**config.mk**
```make
export PLATFORM = sky130hd
export DESIGN_NAME = ptsc_trap
export DESIGN_NICKNAME = d
export VERILOG_FILES = /design/src/verilog/ptsc_pkg.sv /design/src/verilog/ptsc_trap.sv
export SDC_FILE = /design/constraint.sdc
export NUM_CORES = 1
export LEC_CHECK = 0
export ABC_AREA = 1
export BUFFER_PORTS_ARGS = -buffer_cell sky130_fd_sc_hd__buf_2
export CAP_MARGIN = 25
export CELL_PAD_IN_SITES_DETAIL_PLACEMENT = 1
export CELL_PAD_IN_SITES_GLOBAL_PLACEMENT = 1
export CORE_ASPECT_RATIO = 0.7
export CORE_MARGIN = 4
export CORE_UTILIZATION = 29
export CTS_CLUSTER_SIZE = 25
export DETAILED_ROUTE_END_ITERATION = 12
export HOLD_SLACK_MARGIN = 0.05
export PLACE_DENSITY_LB_ADDON = 0.1
export SYNTH_ARGS = -nofsm -noshare
export SYNTH_HDL_FRONTEND = slang
export SYNTH_SLANG_ARGS = --single-unit
export TNS_END_PERCENT = 20
```
**constraint.sdc**
```tcl
create_clock -name clk_i -period 1.77 [get_ports clk_i]
set_clock_uncertainty 0.1 [all_clocks]
set_input_delay 0.0885 -clock clk_i [delete_from_list [all_inputs] [get_ports clk_i]]
set_output_delay 0.0885 -clock clk_i [all_outputs]
set_load 0.005 [all_outputs]
```
**src/verilog/ptsc_pkg.sv**
```systemverilog
// Constants for the PWM trap shutdown control block.
// Assumes one 200 MHz clock and a 32-bit Avalon-MM slave with word addressing by byte.
package ptsc_pkg;
  localparam logic [15:0] PTSC_TRAP_CONTROL_IDX = 16'he8c2;
  localparam logic [17:0] PTSC_TRAP_CONTROL_ADDR = {PTSC_TRAP_CONTROL_IDX, 2'b00};
  localparam logic [17:0] PTSC_STATUS_ADDR = 18'h00000;
  localparam logic [17:0] PTSC_MASK_ADDR = 18'h00004;
  localparam logic [17:0] PTSC_COMMAND_ADDR = 18'h00008;
  localparam logic [15:0] PTSC_TRAP_CONTROL_RST = 16'h0000;
  localparam int PTSC_PIN_EN_BIT = 15;
  localparam int PTSC_TB_EN_BIT = 14;
  localparam int PTSC_TA_EN_HI = 13;
  localparam int PTSC_TA_EN_LO = 8;
  localparam int PTSC_CLR_MODE_BIT = 2;
  localparam logic [15:0] PTSC_TRAP_CONTROL_MASK = 16'hff07;
  localparam int PTSC_ST_ENTRY_BIT = 0;
  localparam int PTSC_ST_EXIT_BIT = 1;
  localparam logic [1:0] PTSC_STAT_RST = 2'h0;
  localparam int PTSC_CMD_SET_BIT = 0;
  localparam int PTSC_CMD_CLR_BIT = 1;
  localparam int PTSC_RD_STATE_BIT = 17;
  localparam int PTSC_RD_FLAG_BIT = 16;
  localparam int PTSC_RD_PIN_BIT = 18;
  typedef enum logic [1:0]
  {
    PTSC_EXIT_TA = 2'b00,
    PTSC_EXIT_TB = 2'b01,
    PTSC_EXIT_RSVD = 2'b10,
    PTSC_EXIT_NOW = 2'b11
  } ptsc_exit_t;
endpackage : ptsc_pkg

```
**src/verilog/ptsc_trap.sv**
```systemverilog
// Trap flag, trap state bit, control register and passive forcing of seven outputs.
// Assumes an Avalon-MM master on clk_i and trap_input_n_i arriving asynchronously.
`timescale 1ns/100ps
module ptsc_trap
  import ptsc_pkg::*;
(
  input wire logic clk_i,
  input wire logic nrst_i,
  input wire logic [17:0] avs_address_i,
  input wire logic avs_read_i,
  input wire logic avs_write_i,
  input wire logic [31:0] avs_writedata_i,
  input wire logic [3:0] avs_byteenable_i,
  output logic [31:0] avs_readdata_o,
  output logic avs_waitrequest_o,
  output logic [1:0] avs_response_o,
  input wire logic trap_input_n_i,
  input wire logic timer_a_zero_match_i,
  input wire logic timer_b_zero_match_i,
  input wire logic [5:0] modulation_result_i,
  input wire logic timer_b_modulation_result_i,
  input wire logic [5:0] passive_level_select_i,
  input wire logic timer_b_passive_level_select_i,
  output logic [5:0] timer_a_pin_o,
  output logic timer_b_pin_o,
  output logic trap_state_bit_o,
  output logic trap_flag_o,
  output logic irq_o
);
  logic [15:0] ctrl_r;
  logic [15:0] ctrl_nxt;
  logic flag_r;
  logic flag_nxt;
  logic state_r;
  logic state_nxt;
  logic [1:0] stat_r;
  logic [1:0] stat_nxt;
  logic [1:0] mask_r;
  logic [31:0] rdata_r;
  logic ack_r;
  logic sync1_r;
  logic sync2_r;
  logic [5:0] ta_q_r;
  logic tb_q_r;

  // Access is answered one cycle after it is presented; waitrequest drops then.
  wire req = (avs_read_i | avs_write_i) & ~ack_r;
  wire wr = avs_write_i & ack_r;
  wire hit_ctrl = (avs_address_i == PTSC_TRAP_CONTROL_ADDR);
  wire hit_stat = (avs_address_i == PTSC_STATUS_ADDR);
  wire hit_mask = (avs_address_i == PTSC_MASK_ADDR);
  wire hit_cmd = (avs_address_i == PTSC_COMMAND_ADDR);
  wire hit_any = hit_ctrl | hit_stat | hit_mask | hit_cmd;
  wire wr_lo = wr & avs_byteenable_i[0];
  wire wr_hi = wr & avs_byteenable_i[1];
  wire sw_set = wr_lo & hit_cmd & avs_writedata_i[PTSC_CMD_SET_BIT];
  wire sw_clr = wr_lo & hit_cmd & avs_writedata_i[PTSC_CMD_CLR_BIT];
  wire pin_en = ctrl_r[PTSC_PIN_EN_BIT];
  wire pin_trap = pin_en & ~sync2_r;
  wire clr_mode = ctrl_r[PTSC_CLR_MODE_BIT];
  wire [1:0] exit_sel = ctrl_r[1:0];
  wire hw_clr = ~clr_mode & ~pin_trap;
  wire sw_clr_ok = sw_clr & ~pin_trap;
  wire entry = (pin_trap | sw_set) & ~(flag_r & state_r);
  wire exit_hit = (exit_sel == PTSC_EXIT_TA) ? timer_a_zero_match_i :
    (exit_sel == PTSC_EXIT_TB) ? timer_b_zero_match_i :
    (exit_sel == PTSC_EXIT_NOW);
  wire release_ok = ~flag_r & exit_hit;
  wire [5:0] ta_force = {6{state_r}} & ctrl_r[PTSC_TA_EN_HI:PTSC_TA_EN_LO];
  wire tb_force = state_r & ctrl_r[PTSC_TB_EN_BIT];
  wire [1:0] ev = {state_r & release_ok & ~(pin_trap | sw_set), entry};
  wire [31:0] rd_mux = hit_ctrl ? {13'h0000, ~sync2_r, state_r, flag_r, ctrl_r} :
    hit_stat ? {30'h00000000, stat_r} :
    hit_mask ? {30'h00000000, mask_r} : 32'h00000000;

  always_comb
  begin
    ctrl_nxt = ctrl_r;
    if (wr_lo && hit_ctrl)
    begin
      ctrl_nxt[7:0] = avs_writedata_i[7:0] & PTSC_TRAP_CONTROL_MASK[7:0];
    end
    if (wr_hi && hit_ctrl)
    begin
      ctrl_nxt[15:8] = avs_writedata_i[15:8];
    end
  end

  always_comb
  begin
    flag_nxt = flag_r;
    if (pin_trap || sw_set)
    begin
      flag_nxt = 1'b1;
    end
    else if (hw_clr || sw_clr_ok)
    begin
      flag_nxt = 1'b0;
    end
  end

  always_comb
  begin
    state_nxt = state_r;
    if (pin_trap || sw_set)
    begin
      state_nxt = 1'b1;
    end
    else if (release_ok)
    begin
      state_nxt = 1'b0;
    end
  end

  // Set wins over a write-one clear in the same cycle.
  always_comb
  begin
    stat_nxt = stat_r;
    if (wr_lo && hit_stat)
    begin
      stat_nxt = stat_r & ~avs_writedata_i[1:0];
    end
    stat_nxt = stat_nxt | ev;
  end

  always_ff @(posedge clk_i)
  begin
    if (!nrst_i)
    begin
      ctrl_r <= PTSC_TRAP_CONTROL_RST;
      flag_r <= 1'b0;
      state_r <= 1'b0;
      stat_r <= PTSC_STAT_RST;
      mask_r <= PTSC_STAT_RST;
      rdata_r <= 32'h00000000;
      ack_r <= 1'b0;
      sync1_r <= 1'b1;
      sync2_r <= 1'b1;
      ta_q_r <= 6'h00;
      tb_q_r <= 1'b0;
    end
    else
    begin
      ctrl_r <= ctrl_nxt;
      flag_r <= flag_nxt;
      state_r <= state_nxt;
      stat_r <= stat_nxt;
      if (wr_lo && hit_mask)
      begin
        mask_r <= avs_writedata_i[1:0];
      end
      ack_r <= req;
      if (req && avs_read_i)
      begin
        rdata_r <= rd_mux;
      end
      sync1_r <= trap_input_n_i;
      sync2_r <= sync1_r;
      // Enabled passive output drives its level; active drives the inverse.
      ta_q_r <= passive_level_select_i ^ (modulation_result_i & ~ta_force);
      tb_q_r <= timer_b_passive_level_select_i ^ (timer_b_modulation_result_i & ~tb_force);
    end
  end

  assign avs_waitrequest_o = (avs_read_i | avs_write_i) & ~ack_r;
  assign avs_readdata_o = rdata_r;
  assign avs_response_o = hit_any ? 2'b00 : 2'b10;
  assign trap_state_bit_o = state_r;
  assign trap_flag_o = flag_r;
  assign timer_a_pin_o = ta_q_r;
  assign timer_b_pin_o = tb_q_r;
  assign irq_o = |(stat_r & mask_r);

  trap_entry_a: assert property (@(posedge clk_i) disable iff (!nrst_i)
    (pin_trap || sw_set) |=> (flag_r && state_r))
    else $error("trap entry did not set flag and state");
  pin_hold_a: assert property (@(posedge clk_i) disable iff (!nrst_i)
    (pin_trap && sw_clr) |=> flag_r)
    else $error("flag cleared while trap pin low");
  hw_clear_a: assert property (@(posedge clk_i) disable iff (!nrst_i)
    (flag_r && !clr_mode && !pin_trap && !sw_set) |=> !flag_r)
    else $error("flag not cleared by hardware");
  sw_keep_a: assert property (@(posedge clk_i) disable iff (!nrst_i)
    (flag_r && clr_mode && !sw_clr) |=> flag_r)
    else $error("flag cleared without software in mode one");
  state_order_a: assert property (@(posedge clk_i) disable iff (!nrst_i)
    ($fell(state_r)) |-> !$past(flag_r))
    else $error("state released while flag set");
  reserved_exit_a: assert property (@(posedge clk_i) disable iff (!nrst_i)
    (state_r && exit_sel == PTSC_EXIT_RSVD) |=> state_r)
    else $error("reserved exit select released state");
  ta_exit_a: assert property (@(posedge clk_i) disable iff (!nrst_i)
    (state_r && !flag_r && exit_sel == PTSC_EXIT_TA && !timer_a_zero_match_i) |=> state_r)
    else $error("timer A exit without zero match");
  tb_force_a: assert property (@(posedge clk_i) disable iff (!nrst_i)
    (tb_force) |=> (tb_q_r == $past(timer_b_passive_level_select_i)))
    else $error("timer B output not passive in trap");
  pin_off_a: assert property (@(posedge clk_i) disable iff (!nrst_i)
    (!pin_en && !sw_set && !flag_r) |=> !flag_r)
    else $error("disabled pin caused a trap");

  // Immediate exit leaves the trap state one edge after the flag is seen clear.
  now_exit_a: assert property (@(posedge clk_i) disable iff (!nrst_i)
    (state_r && !flag_r && exit_sel == PTSC_EXIT_NOW && !pin_trap && !sw_set) |=> !state_r)
    else $error("immediate exit did not release state");

  // A pending timer A exit releases on the zero-match pulse itself.
  ta_release_a: assert property (@(posedge clk_i) disable iff (!nrst_i)
    (state_r && !flag_r && exit_sel == PTSC_EXIT_TA && timer_a_zero_match_i
      && !pin_trap && !sw_set) |=> !state_r)
    else $error("timer A zero match did not release state");

  // Timer B synchronised exit waits for its own zero-match pulse.
  tb_exit_a: assert property (@(posedge clk_i) disable iff (!nrst_i)
    (state_r && !flag_r && exit_sel == PTSC_EXIT_TB && !timer_b_zero_match_i) |=> state_r)
    else $error("timer B exit without zero match");

  // Every enabled timer A output shows its passive level one edge later.
  ta_force_a: assert property (@(posedge clk_i) disable iff (!nrst_i)
    (|ta_force) |=> ((ta_q_r & $past(ta_force))
      == ($past(passive_level_select_i) & $past(ta_force))))
    else $error("timer A output not passive in trap");

  sw_set_a: assert property (@(posedge clk_i) disable iff (!nrst_i)
    sw_set |=> (flag_r && state_r))
    else $error("software set did not enter trap");

  // The entry event is latched even when software clears status in the same cycle.
  entry_event_a: assert property (@(posedge clk_i) disable iff (!nrst_i)
    entry |=> stat_r[PTSC_ST_ENTRY_BIT])
    else $error("trap entry event lost");

  reset_clear_a: assert property (@(posedge clk_i)
    !nrst_i |=> (ctrl_r == PTSC_TRAP_CONTROL_RST && !flag_r && !state_r))
    else $error("reset left trap state or control set");

  // A held request sees exactly one wait cycle.
  one_wait_a: assert property (@(posedge clk_i) disable iff (!nrst_i)
    ((avs_read_i || avs_write_i) && avs_waitrequest_o) |=> !avs_waitrequest_o)
    else $error("bus request not answered after one wait cycle");
endmodule : ptsc_trap

```
==> impl_metrics.json, run 1 <==
{
  "status": "finished, final reports clean",
  "rows": 25,
  "hold_violations": 0,
  "hold_end": "trap_state_bit_o$_SDFFE_PN0P_",
  "cts_tree": "built",
  "timing.rr.start": "trap_state_bit_o$_SDFFE_PN0P_",
  "grt_pass1_vias": 2140,
  "viasPerCell": 4.22,
  "overflow": 0,
  "p_comb_frac": 0.148,
  "first_pass_iters": 4,
  "p_seq_frac": 0.519,
  "vias": 2126,
  "rrSetupSlack_ns": 0.12,
  "synthDistinctLibCells": 28,
  "start_kind": "register",
  "clock-root-buffer": "clkbuf_8",
  "core-area_sq_um": 6820,
  "syn_to_final_growth_pct": 38.7,
  "portBuffers": 77,
  "grt_setup_unrepaired": "no",
  "track_usage": 0.151,
  "critPathCaptureType": "register",
  "reg2reg_depth": 5,
  "crit_arrival_ns": 1.73,
  "grt_pass1_wl_microns": 10200,
  "dp_cells": 469,
  "wl_microns": 6260,
  "synthCells": 301,
  "ant_nets": 0,
  "die_h_microns": 78.6,
  "antenna_found_initial": 0,
  "maxCapViolCount": 0,
  "fin_cells": 504,
  "criticalPathCategory": "reg -> reg",
  "rr_endpoint": "timer_a_pin_o[4]$_SDFF_PN0_",
  "finalCriticalPeriod_ns": 1.65,
  "dieWidth_microns": 109,
  "syn_area_sq_um": 2060,
  "avgSynthCellArea_sq_um": 6.86,
  "swShare": 0.248,
  "timing.final.max_slew_violations": 0,
  "place.gp.congestion": 0.724,
  "fin_crit_sh": 0.931,
  "yosysWarnings": 0,
  "drt_iter0_markers": 75,
  "cts_setup_buffers": 0,
  "n_fill_cell": 919,
  "synth_area_leader_cell": "dfxtp_1",
  "die_area_sq_um": 8550,
  "setup_ws_ns": 0.122,
  "synth-seq-cells": 41,
  "cp_max_fo": 8,
  "hold_path_startpoint": "timer_b_zero_match_i",
  "intPower_mw": 1.41,
  "final_nets": 485,
  "cts_buffers": 5,
  "place_ws_ns": 0.245,
  "insertion_delay_ns": 0.29,
  "clockPowerShare": 0.334,
  "peakVddDrop_v": 0.000279,
  "powerDensity_nw_per_um2": 653,
  "leakage_nw": 1.45,
  "drc": 0,
  "clock_path_buffers": 2,
  "num_antenna_cells": 0,
  "io_pins": 120,
  "htreeDepth": 2,
  "synth-seq-area-share": 0.398,
  "cts.sinks": 41,
  "required_ns": 1.86,
  "switching_power_mw": 0.463,
  "hold_path_class": "in -> reg",
  "drive_gt1_frac": 0.261,
  "path_clk_slew_ns": 0.08,
  "fmax_mhz": 607,
  "hold_depth": 6,
  "synth.top_cells.by_area": "dfxtp_1, nand2_1, nor2_1",
  "initial_core_util": 0.303,
  "dp_hpwl_microns": 4530,
  "tns_ns": 0,
  "grt_max_degree": 34,
  "synth_top_area_frac": 0.398,
  "cp-startpoint": "trap_state_bit_o$_SDFFE_PN0P_",
  "setup_viol": 0,
  "wl_per_cell_microns": 12.4
}
==> metal layers <==
metal  routed length, microns  GRT usage  vias up
met5                        0          0        -
met1                     3080      0.204      933
met3                      424     0.0435        7
met2                     2690      0.236       57
met4                       61     0.0416        0
li1                         -          -     1129
==> cell usage after synthesis <==
cell type	count
nand3b_4	1
inv_2	1
clkinv_2	1
nand2_2	3
nand2_4	1
nand3b_1	1
nor3_2	1
nand4_1	7
inv_1	36
buf_2	3
nor2_1	44
nor3_1	3
o21ai_1	2
buf_6	1
o31ai_1	1
clkbuf_1	1
a21oi_1	27
dfxtp_1	41
buf_1	1
nor2_4	2
buf_4	20
nand2_1	60
nor2_2	2
conb_1	1
a22o_1	1
or2_2	3
o21ai_0	27
nand3_1	9
==> cells in the final DEF (no fill, tap or decap), drive strengths merged <==
master / count
inv: 37
o21ai: 29
dfxtp: 41
nand2: 64
or2: 3
clkbuf: 7
nor3: 4
a21oi: 27
nand4: 7
conb: 19
o31ai: 1
clkinv: 1
a22o: 1
buf: 82
nand3b: 2
dlygate4sd3: 28
nor2: 48
nand3: 9
==> logic make-up (layout without fill, tap and decap cells) <==
kind of cell	after synthesis	count (layout)	synth area share
AO/OA/AOI/OAI	58	58	0.144
buffers and inverters	64	155	0.159
flip-flops	41	41	0.398
other	1	19	0.00182
AND/OR/NAND/NOR	137	137	0.298
==> power groups by stage <==
stage / Sequential [mW] / Combinational, mW / Clock (mW)
after global placement: 0.991 / 0.217 / 0
after detailed placement: 0.991 / 0.223 / 0
after global routing: 0.974 / 0.314 / 0.700
final: 0.969 / 0.276 / 0.624
after floorplan: 0.994 / 0.127 / 0
after CTS: 0.969 / 0.272 / 0.649
==> final cells by class <==
class                           instances  area [sq um]  share of cell area
Multi-Input combinational cell        214           991               0.346
Timing Repair Buffer                  110           703               0.246
Inverter                               38           144              0.0502
Clock buffer                            7          86.3              0.0301
Tap cell                               94           118              0.0411
Sequential cell                        41           822               0.287
==> registers in the layout, summed over array words and instances, names as in the netlist <==
register,cells
sync1_r,1
ack_r,1
timer_b_pin_o,1
mask_r,2
stat_r,2
avs_readdata_o,14
trap_state_bit_o,1
timer_a_pin_o,6
sync2_r,1
ctrl_r,11
trap_flag_o,1
==> metrics by stage <==
stage / hold slack, ns / instance area [sq um] / power, mW / util
2_1_floorplan: 0.0951 / 2130 / 1.12 / -
3_3_place_gp: 0.181 / 2490 / 1.21 / 0.365
3_5_place_dp: 0.184 / 2490 / 1.21 / 0.365
4_1_cts: 0.0856 / 2860 / 1.89 / 0.419
5_1_grt: 0.108 / 2860 / 1.99 / 0.420
6_report: 0.0881 / 2860 / 1.87 / 0.420
==> worst max-delay path: stages (launching register included) <==
cell and delay (ns):
dfxtp_2 0.34, inv_2 0.16, o21ai_2 0.09, o21ai_0 0.22, a21oi_1 0.08, dlygate4sd3_1 0.56
==> worst max path at each step <==
stage	to	slack, ns	depth (start not counted)
after floorplan	trap_flag_o$_SDFFE_PN0P_	0.51	6
after global placement	mask_r[1]$_SDFFE_PN0P_	0.27	9
after detailed placement	mask_r[1]$_SDFFE_PN0P_	0.24	9
after CTS	timer_a_pin_o[4]$_SDFF_PN0_	0.03	5
after global routing	timer_a_pin_o[4]$_SDFF_PN0_	0.01	5
final	timer_a_pin_o[4]$_SDFF_PN0_	0.12	5
==> timing repair <==
item / in CTS / in global routing
resized for setup: 0 / 7
setup endpoints to repair: 0 / 3
hold endpoints to repair: 24 / 0
hold buffers: 28 / 0
(Power assumes the default switching activity.)
==> run 2, diff against run 1 <==
--- a/config.mk
+++ b/config.mk
@@ -5,16 +5,15 @@
 export SDC_FILE = /design/constraint.sdc
 export NUM_CORES = 1
 export LEC_CHECK = 0
-export ABC_AREA = 1
-export BUFFER_PORTS_ARGS = -buffer_cell sky130_fd_sc_hd__buf_2
 export CAP_MARGIN = 25
 export CELL_PAD_IN_SITES_DETAIL_PLACEMENT = 1
 export CELL_PAD_IN_SITES_GLOBAL_PLACEMENT = 1
 export CORE_ASPECT_RATIO = 0.7
 export CORE_MARGIN = 4
-export CORE_UTILIZATION = 29
+export CORE_UTILIZATION = 43
 export CTS_CLUSTER_SIZE = 25
 export DETAILED_ROUTE_END_ITERATION = 12
+export DONT_BUFFER_PORTS = 1
 export HOLD_SLACK_MARGIN = 0.05
 export PLACE_DENSITY_LB_ADDON = 0.1
 export SYNTH_ARGS = -nofsm -noshare
==> run 2 against run 1 <==
  * Non-clock buffer count down 68
  * Die area fell by 28%
  * Utilization increased by 10 points
  * Synthesized cell count fell by 17%
  * Area after synthesis rose by 2.6%
  * Routed wire length increased by 2.4%
==> impl_metrics.json, run 2 <==
{
  "rrSetupSlack_ns": 0.11,
  "grt_pass1_wl_microns": 10200,
  "track_usage": 0.213,
  "final_common_cell": "dfxtp_1",
  "viasPerCell": 5.39,
  "largest_reg_flops": 14,
  "initial_core_util": 0.443,
  "cts.sinks": 41,
  "overflow": 0,
  "wl_per_cell_microns": 18.3,
  "synth_area_leader_cell": "dfxtp_1",
  "n_fill_cell": 584,
  "ctsResizeCount": 0,
  "fmax_mhz": 603,
  "hold_end": "avs_readdata_o[0]$_SDFFE_PN0P_",
  "peakVddDrop_v": 0.000346,
  "synthDistinctLibCells": 34,
  "dieWidth_microns": 91.9,
  "place.gp.congestion": 0.783,
  "status": "finished, final reports clean",
  "drc": 0,
  "async_reset_ff_frac": 0,
  "vias": 1892,
  "synth.top_cells.by_area": "dfxtp_1, a21oi_1, nand4_1",
  "grt_pass1_vias": 1931,
  "io_pins": 120,
  "path_cells": "buf_4, nand2_1, nand2_1, xor2_1, dlygate4sd3_1, nor2_1",
  "place_ws_ns": 0.0764,
  "setup_ws_ns": 0.111,
  "synth-seq-area-share": 0.387,
  "ant_nets": 0,
  "antenna_found_initial": 0,
  "hold_path_startpoint": "avs_address_i[2]",
  "synth_edf_count": 0,
  "crit_family": "buffers and inverters",
  "yosysWarnings": 0,
  "synth-seq-cells": 41,
  "portBuffers": 0,
  "first_pass_iters": 4,
  "critPathCaptureType": "register",
  "die_h_microns": 66.7,
  "rr_endpoint": "timer_b_pin_o$_SDFF_PN0_",
  "drt_iter0_markers": 156,
  "slowest_stage": "dlygate4sd3_1",
  "criticalPathCategory": "reg -> reg",
  "path_common_cell": "nand2_1",
  "syn_to_final_growth_pct": 17.9,
  "clock_path_buffers": 2,
  "crit_buf_inv": 2,
  "start_kind": "register",
  "die_area_sq_um": 6130,
  "num_antenna_cells": 0,
  "grt_max_degree": 36,
  "maxCapViolCount": 0,
  "synth_top_area_frac": 0.387,
  "synth.most_common_cell": "dfxtp_1",
  "timing.rr.start": "trap_state_bit_o$_SDFFE_PN0P_",
  "timing.final.max_slew_violations": 0,
  "synthFlopType": "dfxtp_1",
  "hold_violations": 0,
  "tns_ns": 0,
  "avgSynthCellArea_sq_um": 8.47,
  "grt_setup_unrepaired": "no",
  "synthTopCellsByCount": "dfxtp_1, nand2_1, a21oi_1",
  "syn_area_sq_um": 2120,
  "final_nets": 356,
  "setup_viol": 0,
  "cts_buffers": 5,
  "synthCells": 250,
  "insertion_delay_ns": 0.30,
  "reg2reg_depth": 6,
  "clock-root-buffer": "clkbuf_8",
  "drive_gt1_frac": 0.103,
  "dp_hpwl_microns": 4200,
  "finalCriticalPeriod_ns": 1.66,
  "cpPeakStageDelay_ns": 0.59,
  "cp_max_fo": 7,
  "hold_depth": 3,
  "htreeDepth": 2,
  "fin_crit_sh": 0.937,
  "layout_common_cells": "dfxtp_1, nand2_1, a21oi_1",
  "leakage_nw": 0.911,
  "rows": 21,
  "cts_tree": "built",
  "crit_arrival_ns": 1.73,
  "hold_path_class": "in -> reg",
  "powerDensity_nw_per_um2": 828,
  "core-area_sq_um": 4780,
  "path_clk_slew_ns": 0.08,
  "wl_microns": 6410,
  "required_ns": 1.84
}
-- run 2: cell types whose count changed in the layout (fill, tap and decap cells not counted), moves of 18 or more --
cell,previous run,this run
buf_2,77,0
o21ai_0,24,6
inv_1,35,1
nor2_1,44,12
nand4_1,7,25
nand2_1,60,33
-- run 2: power by group --
group	switching (mW)	internal (mW)	total, mW
Clock	0.358	0.568	0.927
Combinational	0.0970	0.0913	0.188
Sequential	0.0119	0.941	0.953
-- run 2: worst reg2reg max path: stages, from the launching register on --
cell	delay, ns
dfxtp_1	0.34
buf_4	0.16
nand2_1	0.06
nand2_1	0.07
xor2_1	0.17
dlygate4sd3_1	0.59
nor2_1	0.05
-- run 2: area by class of cell --
cell class                 count  area (sq um)  share of cell area
sequential                    41           821               0.329
clock inverter                 3          68.8              0.0276
timing repair buffer          42           405               0.162
inverter                       2          7.51             0.00301
multi-input combinational    189          1040               0.416
tap                           69          86.3              0.0346
clock buffer                   5          68.8              0.0276
-- run 2: logic make-up (layout without fill, tap and decap cells) --
| logic type | after synthesis | count (layout) | synth area share |
|---|---|---|---|
| other | 1 | 19 | 0.00177 |
| multiplexers | 2 | 2 | 0.0106 |
| buffers and inverters | 38 | 52 | 0.154 |
| AO/OA/AOI/OAI | 57 | 57 | 0.145 |
| XOR/XNOR | 7 | 7 | 0.0289 |
| AND/OR/NAND/NOR | 104 | 104 | 0.272 |
| flip-flops | 41 | 41 | 0.387 |
-- run 2: how the worst max path moves through the flow --
stage          cells after the start                         endpoint                     startpoint  slack (ns)
6_report                           6         timer_b_pin_o$_SDFF_PN0_  trap_state_bit_o$_SDFFE_PN0P_        0.11
3_5_place_dp                       4          ctrl_r[10]$_SDFFE_PN0P_              avs_address_i[11]        0.08
2_1_floorplan                      6  avs_readdata_o[16]$_SDFFE_PN0P_              avs_address_i[11]        0.05
3_3_place_gp                       4          ctrl_r[10]$_SDFFE_PN0P_              avs_address_i[11]        0.09
5_1_grt                            6         timer_b_pin_o$_SDFF_PN0_  trap_state_bit_o$_SDFFE_PN0P_        0.02
4_1_cts                            6      timer_a_pin_o[4]$_SDFF_PN0_  trap_state_bit_o$_SDFFE_PN0P_        0.17
-- run 2: what timing repair did --
item | 4_1_cts | 5_1_grt
setup buffers | 0 | 0
hold buffers | 31 | 0
hold endpoints to repair | 28 | 0
-- run 2: through the flow --
step / utilization / instance area [sq um] / power (mW) / cells / hold WS, ns
floorplan: - / 2190 / 1.10 / 268 / 0.0900
global placement: 0.429 / 2050 / 1.08 / 312 / 0.0644
detailed placement: 0.429 / 2050 / 1.09 / 312 / 0.0665
CTS: 0.522 / 2500 / 2.08 / 351 / 0.0535
global route: 0.522 / 2500 / 2.15 / 351 / 0.0889
finish: 0.522 / 2500 / 2.07 / 351 / 0.0702
-- run 2: layer usage --
layer | global-route usage | routed length [microns] | vias to the layer above
li1 | - | - | 914
met1 | 0.291 | 2930 | 905
met2 | 0.342 | 2860 | 68
met3 | 0.0576 | 586 | 5
met4 | 0.0389 | 42 | 0
met5 | 0 | 0 | -
